==> config.mk <==
export PLATFORM = sky130hd
export DESIGN_NAME = relay_output_select
export DESIGN_NICKNAME = d
export VERILOG_FILES = /design/src/relay_output_pkg.sv /design/src/relay_threshold_cmp.sv /design/src/relay_output_select.sv
export VERILOG_INCLUDE_DIRS = /design/src
export SDC_FILE = /design/constraint.sdc
export NUM_CORES = 1
export LEC_CHECK = 0
export ABC_AREA = 1
export BUFFER_PORTS_ARGS = -buffer_cell sky130_fd_sc_hd__buf_2
export CAP_MARGIN = 5
export CORE_UTILIZATION = 42
export DETAILED_ROUTE_END_ITERATION = 12
export PLACE_DENSITY = 0.8
export SYNTH_ARGS = -nofsm -noshare
export SYNTH_HDL_FRONTEND = slang
export SYNTH_HIERARCHICAL = 1
export SYNTH_SLANG_ARGS = --single-unit
export TNS_END_PERCENT = 50
==> constraint.sdc <==
create_clock -name clock -period 1.9 [get_ports clock]
set_input_delay 0.285 -clock clock [delete_from_list [all_inputs] [get_ports clock]]
set_output_delay 0.285 -clock clock [all_outputs]
set_load 0.005 [all_outputs]
==> src/relay_output_defs.svh <==
`ifndef RELAY_OUTPUT_DEFS_SVH
`define RELAY_OUTPUT_DEFS_SVH

// ----------------------------------------
// Widths
// ----------------------------------------
`define RLY_SEL_W 4
`define RLY_VAL_W 16
`define RLY_CW_W 16

// ----------------------------------------
// Function settings and field positions
// ----------------------------------------
`define RLY_SEL_AT_SPEED 4'h2
`define RLY_SEL_FAULT 4'h3
`define RLY_SEL_FREQ_GE 4'h4
`define RLY_SEL_CURR_GE 4'h5
`define RLY_SEL_FREQ_LT 4'h6
`define RLY_SEL_CURR_LT 4'h7
`define RLY_SEL_AIN2_GT 4'h8
`define RLY_SEL_READY 4'h9
`define RLY_SEL_OVERRIDE 4'ha
`define RLY_SEL_FREQ_HOLD 4'hb
`define RLY_SEL_FIELDBUS 4'hc
`define RLY_CW_RELAY_BIT 8
`define RLY_OUT_RESET 1'h0

`endif

==> src/relay_output_pkg.sv <==
`default_nettype none
package relay_output_pkg;
  `include "relay_output_defs.svh"

  typedef logic [`RLY_SEL_W-1:0] sel_t;
  typedef logic [`RLY_VAL_W-1:0] value_t;
  typedef logic [`RLY_CW_W-1:0] ctrl_word_t;
endpackage
`default_nettype wire

==> src/relay_threshold_cmp.sv <==
`timescale 1ns/1ps
`default_nettype none

module relay_threshold_cmp
  import relay_output_pkg::*;
(
  // Operands
  input wire relay_output_pkg::value_t freqVal,
  input wire relay_output_pkg::value_t currVal,
  input wire relay_output_pkg::value_t ain2Val,
  input wire relay_output_pkg::value_t threshold,
  // Comparison results
  output logic freqGe,
  output logic currGe,
  output logic ain2Gt
);

  // ----------------------------------------
  // Comparators against the one shared limit
  // ----------------------------------------
  assign freqGe = (freqVal >= threshold);
  assign currGe = (currVal >= threshold);
  assign ain2Gt = (ain2Val > threshold);

endmodule

`default_nettype wire

==> src/relay_output_select.sv <==
`timescale 1ns/1ps
`default_nettype none
`include "relay_output_defs.svh"


module relay_output_select
  import relay_output_pkg::*;
(
  // Clock and reset
  input wire logic clock,
  input wire logic reset_n,
  // Configuration
  input wire relay_output_pkg::sel_t funcSel,
  input wire relay_output_pkg::value_t thresholdLevel,
  // Measurements
  input wire relay_output_pkg::value_t outFreq,
  input wire relay_output_pkg::value_t motorCurrent,
  input wire relay_output_pkg::value_t analogIn2,
  // Drive status
  input wire logic atTargetFreq,
  input wire logic driveFault,
  input wire logic readyToRun,
  input wire logic overrideActive,
  input wire relay_output_pkg::ctrl_word_t fieldbusCtrlWord,
  // Relay contact
  output logic relayOut
);

  // ----------------------------------------
  // Threshold comparisons
  // ----------------------------------------
  logic freqGe;
  logic currGe;
  logic ain2Gt;
  logic relayOut_ff;
  logic nxt_relayOut;

  // One comparator set shared by every threshold setting
  relay_threshold_cmp u_cmp (
    .freqVal(outFreq),
    .currVal(motorCurrent),
    .ain2Val(analogIn2),
    .threshold(thresholdLevel),
    .freqGe(freqGe),
    .currGe(currGe),
    .ain2Gt(ain2Gt)
  );

  // ----------------------------------------
  // Source selection
  // ----------------------------------------
  // Decode of each function setting
  wire selAtSpeed = (funcSel == `RLY_SEL_AT_SPEED);
  wire selFault = (funcSel == `RLY_SEL_FAULT);
  wire selFreqGe = (funcSel == `RLY_SEL_FREQ_GE);
  wire selCurrGe = (funcSel == `RLY_SEL_CURR_GE);
  wire selFreqLt = (funcSel == `RLY_SEL_FREQ_LT);
  wire selCurrLt = (funcSel == `RLY_SEL_CURR_LT);
  wire selAin2 = (funcSel == `RLY_SEL_AIN2_GT);
  wire selReady = (funcSel == `RLY_SEL_READY);
  wire selOverride = (funcSel == `RLY_SEL_OVERRIDE);
  wire selFreqHold = (funcSel == `RLY_SEL_FREQ_HOLD);
  wire selFieldbus = (funcSel == `RLY_SEL_FIELDBUS);

  // Control word bit that commands the relay
  wire fbBit = fieldbusCtrlWord[`RLY_CW_RELAY_BIT];

  // Hold only while override is active in setting 11
  wire holdNow = selFreqHold & overrideActive;

  // Unlisted settings drive the relay low
  assign nxt_relayOut = holdNow ? relayOut_ff :
    (selAtSpeed & atTargetFreq) |
    (selFault & driveFault) |
    (selFreqGe & freqGe) |
    (selCurrGe & currGe) |
    (selFreqLt & ~freqGe) |
    (selCurrLt & ~currGe) |
    (selAin2 & ain2Gt) |
    (selReady & readyToRun & ~driveFault) |
    (selOverride & overrideActive) |
    (selFreqHold & freqGe) |
    (selFieldbus & fbBit);

  // ----------------------------------------
  // Output register
  // ----------------------------------------
  // Relay state updated every clock
  always_ff @(posedge clock or negedge reset_n) begin
    if (!reset_n) begin
      relayOut_ff <= `RLY_OUT_RESET;
    end else begin
      relayOut_ff <= nxt_relayOut;
    end
  end

  // Contact drive straight from the register
  assign relayOut = relayOut_ff;

  // ----------------------------------------
  // Checks on threshold settings
  // ----------------------------------------
  // Setting 4 follows frequency against limit
  property p_freq_ge;
    @(posedge clock) disable iff (!reset_n)
      (funcSel == `RLY_SEL_FREQ_GE) |=> (relayOut == $past(outFreq >= thresholdLevel));
  endproperty
  a_freq_ge: assert property (p_freq_ge) else $error("freq >= limit mismatch");

  // Setting 5 follows current against limit
  property p_curr_ge;
    @(posedge clock) disable iff (!reset_n)
      (funcSel == `RLY_SEL_CURR_GE) |=> (relayOut == $past(motorCurrent >= thresholdLevel));
  endproperty
  a_curr_ge: assert property (p_curr_ge) else $error("current >= limit mismatch");

  // Setting 6 on below limit
  property p_freq_lt;
    @(posedge clock) disable iff (!reset_n)
      (funcSel == `RLY_SEL_FREQ_LT) && (outFreq < thresholdLevel) |=> relayOut;
  endproperty
  a_freq_lt: assert property (p_freq_lt) else $error("freq < limit not seen");

  // Setting 6 off at or above limit
  property p_freq_lt_off;
    @(posedge clock) disable iff (!reset_n)
      (funcSel == `RLY_SEL_FREQ_LT) && (outFreq >= thresholdLevel) |=> !relayOut;
  endproperty
  a_freq_lt_off: assert property (p_freq_lt_off) else $error("freq < relay on at limit");

  // Setting 7 follows current below limit
  property p_curr_lt;
    @(posedge clock) disable iff (!reset_n)
      (funcSel == `RLY_SEL_CURR_LT) |=> (relayOut == $past(motorCurrent < thresholdLevel));
  endproperty
  a_curr_lt: assert property (p_curr_lt) else $error("current < limit mismatch");

  // Setting 8 follows input 2 above limit
  property p_ain2;
    @(posedge clock) disable iff (!reset_n)
      (funcSel == `RLY_SEL_AIN2_GT) |=> (relayOut == $past(analogIn2 > thresholdLevel));
  endproperty
  a_ain2: assert property (p_ain2) else $error("input 2 > limit mismatch");

  // ----------------------------------------
  // Checks on status settings
  // ----------------------------------------
  // Setting 9 off while tripped
  property p_ready;
    @(posedge clock) disable iff (!reset_n)
      (funcSel == `RLY_SEL_READY) && driveFault |=> !relayOut;
  endproperty
  a_ready: assert property (p_ready) else $error("ready relay on while tripped");

  // Setting 9 on when ready and untripped
  property p_ready_on;
    @(posedge clock) disable iff (!reset_n)
      (funcSel == `RLY_SEL_READY) && readyToRun && !driveFault |=> relayOut;
  endproperty
  a_ready_on: assert property (p_ready_on) else $error("ready relay off while ready");

  // Setting 10 follows override mode
  property p_override;
    @(posedge clock) disable iff (!reset_n)
      (funcSel == `RLY_SEL_OVERRIDE) |=> (relayOut == $past(overrideActive));
  endproperty
  a_override: assert property (p_override) else $error("override relay mismatch");

  // Setting 11 frozen during override
  property p_hold;
    @(posedge clock) disable iff (!reset_n)
      (funcSel == `RLY_SEL_FREQ_HOLD) && overrideActive |=> $stable(relayOut);
  endproperty
  a_hold: assert property (p_hold) else $error("relay changed during override");

  // Setting 11 tracks frequency outside override
  property p_hold_follow;
    @(posedge clock) disable iff (!reset_n)
      (funcSel == `RLY_SEL_FREQ_HOLD) && !overrideActive
        |=> (relayOut == $past(outFreq >= thresholdLevel));
  endproperty
  a_hold_follow: assert property (p_hold_follow) else $error("setting 11 tracking mismatch");

  // Setting 12 follows control word bit
  property p_fieldbus;
    @(posedge clock) disable iff (!reset_n)
      (funcSel == `RLY_SEL_FIELDBUS)
        |=> (relayOut == $past(fieldbusCtrlWord[`RLY_CW_RELAY_BIT]));
  endproperty
  a_fieldbus: assert property (p_fieldbus) else $error("fieldbus bit not followed");

  // Setting 3 follows fault state
  property p_fault;
    @(posedge clock) disable iff (!reset_n)
      (funcSel == `RLY_SEL_FAULT) |=> (relayOut == $past(driveFault));
  endproperty
  a_fault: assert property (p_fault) else $error("fault relay mismatch");

  // Setting 2 follows at-speed state
  property p_at_speed;
    @(posedge clock) disable iff (!reset_n)
      (funcSel == `RLY_SEL_AT_SPEED) |=> (relayOut == $past(atTargetFreq));
  endproperty
  a_at_speed: assert property (p_at_speed) else $error("at-speed relay mismatch");

  // Unlisted settings keep the relay off
  property p_unlisted;
    @(posedge clock) disable iff (!reset_n)
      (funcSel < `RLY_SEL_AT_SPEED) || (funcSel > `RLY_SEL_FIELDBUS) |=> !relayOut;
  endproperty
  a_unlisted: assert property (p_unlisted) else $error("unlisted setting drove relay");

  // Register held off while reset is low
  property p_reset_low;
    @(posedge clock)
      !reset_n |=> !relayOut;
  endproperty
  a_reset_low: assert property (p_reset_low) else $error("relay on during reset");

endmodule

`default_nettype wire

==> results list <==
- Final core utilization: 65.5%
* Most used flip-flop cell after synthesis: sky130_fd_sc_hd__dfrtp_1
* First-pass DRT Iterations: 4
- Critical path fanouts, max: 2
- Worst setup margin: 46.5 ps
* Switching power: 208 uW
- Post-layout total power: 430 uW
- Final hold violation count: 0
- Once detail routing completed, the nets flagged for antenna violations numbered 0.
- The via count of the first global-routing pass was 1,461.
- The first routing iteration left 27 violations.
- Global-route total usage across every layer: 18.4%
- Layout area overhead: 47.1%
* Register clock-pin slew on the reported worst setup and hold paths: 0 ps
- Core Area: 3050 sq um
- For the pin with the worst max-slew slack, the measured transition is 228 ps.
- Total of warnings raised by yosys: 6
* Critical Path End Type: register
- Including well taps, the total number of placed cells is 336.
* Number of rows created at floorplan: 20
- The flip-flop count of the largest register after layout came to 1.
- Pre-CTS setup slack: -14.4 ps
- In this run, synthesis inferred 0 flip-flops with an integrated enable.
- Clock network fraction of total power: 0%
- Summing all placed instances gives a cell area of 1810 sq um.
* Nature of the critical path startpoint: input port
* Share of power burned in registers: 6.1%
* Largest net degree at the start of global routing: 6
* Area leader, netlist: sky130_fd_sc_hd__ha_1
* Mapped Cells: 215
- In this run the tightest slew margin relative to its limit is 84.7%.
- Share of post-route cells with drive strength above 1: 42.0%
- Post-synthesis area per instance: 6.33 sq um
- Seq/Total Area, Yosys: 1.84%
- By count the netlist is led by sky130_fd_sc_hd__nand2_1, sky130_fd_sc_hd__ha_1, sky130_fd_sc_hd__inv_1, sky130_fd_sc_hd__a21oi_1, sky130_fd_sc_hd__nor2_1.
- Power Internal: 222 uW
- The min-delay analysis places its worst path in the category in -> async.
- Placer's final routability congestion estimate: 0.811
* Switching power as a share of total power: 48.4%
- Most instantiated library cell after synthesis: sky130_fd_sc_hd__nand2_1
- Number of register bits inferred by synthesis: 1
- Full die area: 3470 sq um
- Wire length of the first global-routing pass: 5.21 mm
- 91 I/O pins were placed.
* Max-cap violations: 0
- Global routing finished with a remaining overflow of 0.
- Highest clock rate: 540 MHz
- In the routed design, unresolved DRC markers number 0.
* Worst EP arrival: 1730 ps
- Final min period: 1850 ps
* Post-synth cell types: 23
- Number of hold buffers added after CTS: 0
* Power per Cell Area: 215 nW/um^2
* Netlist area before placement: 1360 sq um
* Leakage power: 1.17 nW
- In the final routed layout, each cell accounts on average for 10.4 um.
- Unrepaired setup endpoints after global routing: yes
- Count of endpoints failing setup in the final report: 0
- Half-perimeter wire length of the detailed placement result: 2.90 mm
- By startpoint and endpoint, the worst setup path is classified as in -> reg.
- From left edge to right edge, the die measures 58.9 um.
- Peak supply drop: 0.0944 mV
- Initial core utilization: 44.5%
- DRT Wirelength: 3.52 mm
* Source-to-sink clock delay at the later pin of the worst-skew pair: 0 ps
* Fraction of synthesized cell area taken by the top area cell type: 44.2%
* Die Y: 58.9 um
- Ys async rst share: 100%
- Setup clock skew after layout: 0 ps
- The number of antenna violations at the first check in global routing is 0.
- For the worst setup path, the data required time is 1780 ps.
- Final max-slew violation count: 0
- Final Cycle Share: 97.6%
- The share of total power dissipated in combinational logic is 93.9%.
- Final instance area: 2000 sq um
* Leading post-synthesis cells by cell area: sky130_fd_sc_hd__ha_1, sky130_fd_sc_hd__nand2_1, sky130_fd_sc_hd__inv_1
- Non-filler instance count after layout: 337
* Run status: finished, final reports clean
- The final layout contains 433 nets.
- Number of inserted diodes: 0
- Port bufs: 75
- Using the TritonRoute via totals, the vias-per-cell ratio works out to 4.71.
- Mapped Nets: 353
- On the final layout, the worst hold slack is 72.2 ps.
- Vias after detailed routing: 1,586
* Setup TNS: 0 ps
## timing repair
| action | in CTS | in global routing |
|---|---|---|
| pin swaps | 0 | 18 |
| cloned | 0 | 0 |
| setup buffers | 0 | 1 |
| resized for setup | 1 | 35 |
| setup endpoints to repair | 1 | 1 |
## metal layers
layer | track usage, % | share of wire (%) | vias to the layer above
met4 | 1.02 | 1.1 | 0
met5 | 0 | 0 | -
met1 | 20.3 | 41 | 672
li1 | - | - | 863
met3 | 1.32 | 4.5 | 4
met2 | 38.8 | 54 | 47
## final timing paths
kind	slack [ps]	to	start	cells after the start
max reg2reg	1230	relayOut$_DFFE_PN0N_	relayOut$_DFFE_PN0N_	2
min reg2reg	560	relayOut$_DFFE_PN0N_	relayOut$_DFFE_PN0N_	2
min	70	relayOut$_DFFE_PN0N_	reset_n	1
max	50	relayOut$_DFFE_PN0N_	outFreq[0]	16
max in group asynchronous	1730	relayOut$_DFFE_PN0N_	reset_n	1
min in group clock	560	relayOut$_DFFE_PN0N_	relayOut$_DFFE_PN0N_	2
## power by group through the flow
stage	Clock, mW	Sequential [mW]	Combinational [mW]
after detailed placement	0	0.0264	0.346
after CTS	0	0.0264	0.350
final	0	0.0263	0.403
after floorplan	0	0.0261	0.211
after global routing	0	0.0264	0.464
after global placement	0	0.0257	0.338
## worst max-delay path, cell delays in order
cell	delay, ps
sky130_fd_sc_hd__buf_2	100
sky130_fd_sc_hd__inv_2	50
sky130_fd_sc_hd__ha_4	190
sky130_fd_sc_hd__o21ai_2	110
sky130_fd_sc_hd__nand2_1	80
sky130_fd_sc_hd__nand2_1	60
sky130_fd_sc_hd__nand2_1	50
sky130_fd_sc_hd__nand2_1	60
sky130_fd_sc_hd__nand2_1	60
sky130_fd_sc_hd__nand2_1	80
sky130_fd_sc_hd__nand2_2	60
sky130_fd_sc_hd__or2_1	200
sky130_fd_sc_hd__nand2_1	70
sky130_fd_sc_hd__nand2_1	60
sky130_fd_sc_hd__a21oi_2	130
sky130_fd_sc_hd__a21oi_2	80
## kinds of logic (layout without fill, tap and decap cells)
| kind of cell | Yosys count | after routing | share of synthesized area [%] |
|---|---|---|---|
| AO/OA/AOI/OAI | 32 | 32 | 13.1 |
| adder cells (fa/ha/maj) | 48 | 48 | 44.2 |
| buffers and inverters | 39 | 117 | 10.8 |
| flip-flops | 1 | 1 | 1.84 |
| AND/OR/NAND/NOR | 95 | 95 | 30.2 |
## placed cells by master (no fill, tap or decap), types with 5 or more instances in the layout
| cell type | netlist | final |
|---|---|---|
| sky130_fd_sc_hd__nor2_2 | 4 | 5 |
| sky130_fd_sc_hd__ha_1 | 48 | 36 |
| sky130_fd_sc_hd__nand3_1 | 6 | 5 |
| sky130_fd_sc_hd__inv_2 | 1 | 10 |
| sky130_fd_sc_hd__nand2_1 | 57 | 54 |
| sky130_fd_sc_hd__nor2_1 | 17 | 16 |
| sky130_fd_sc_hd__buf_2 | 0 | 74 |
| sky130_fd_sc_hd__ha_4 | 0 | 11 |
| sky130_fd_sc_hd__a21oi_1 | 21 | 17 |
| sky130_fd_sc_hd__a21oi_2 | 2 | 6 |
| sky130_fd_sc_hd__inv_1 | 37 | 27 |
## area by class of cell
cell class / count / area [sq um]
tap: 44 / 55.1
inverter: 39 / 149
timing repair buffer: 78 / 404
sequential: 1 / 25.0
multi-input combinational: 175 / 1370
fill: 320 / 1050
(Power assumes the default switching activity.)
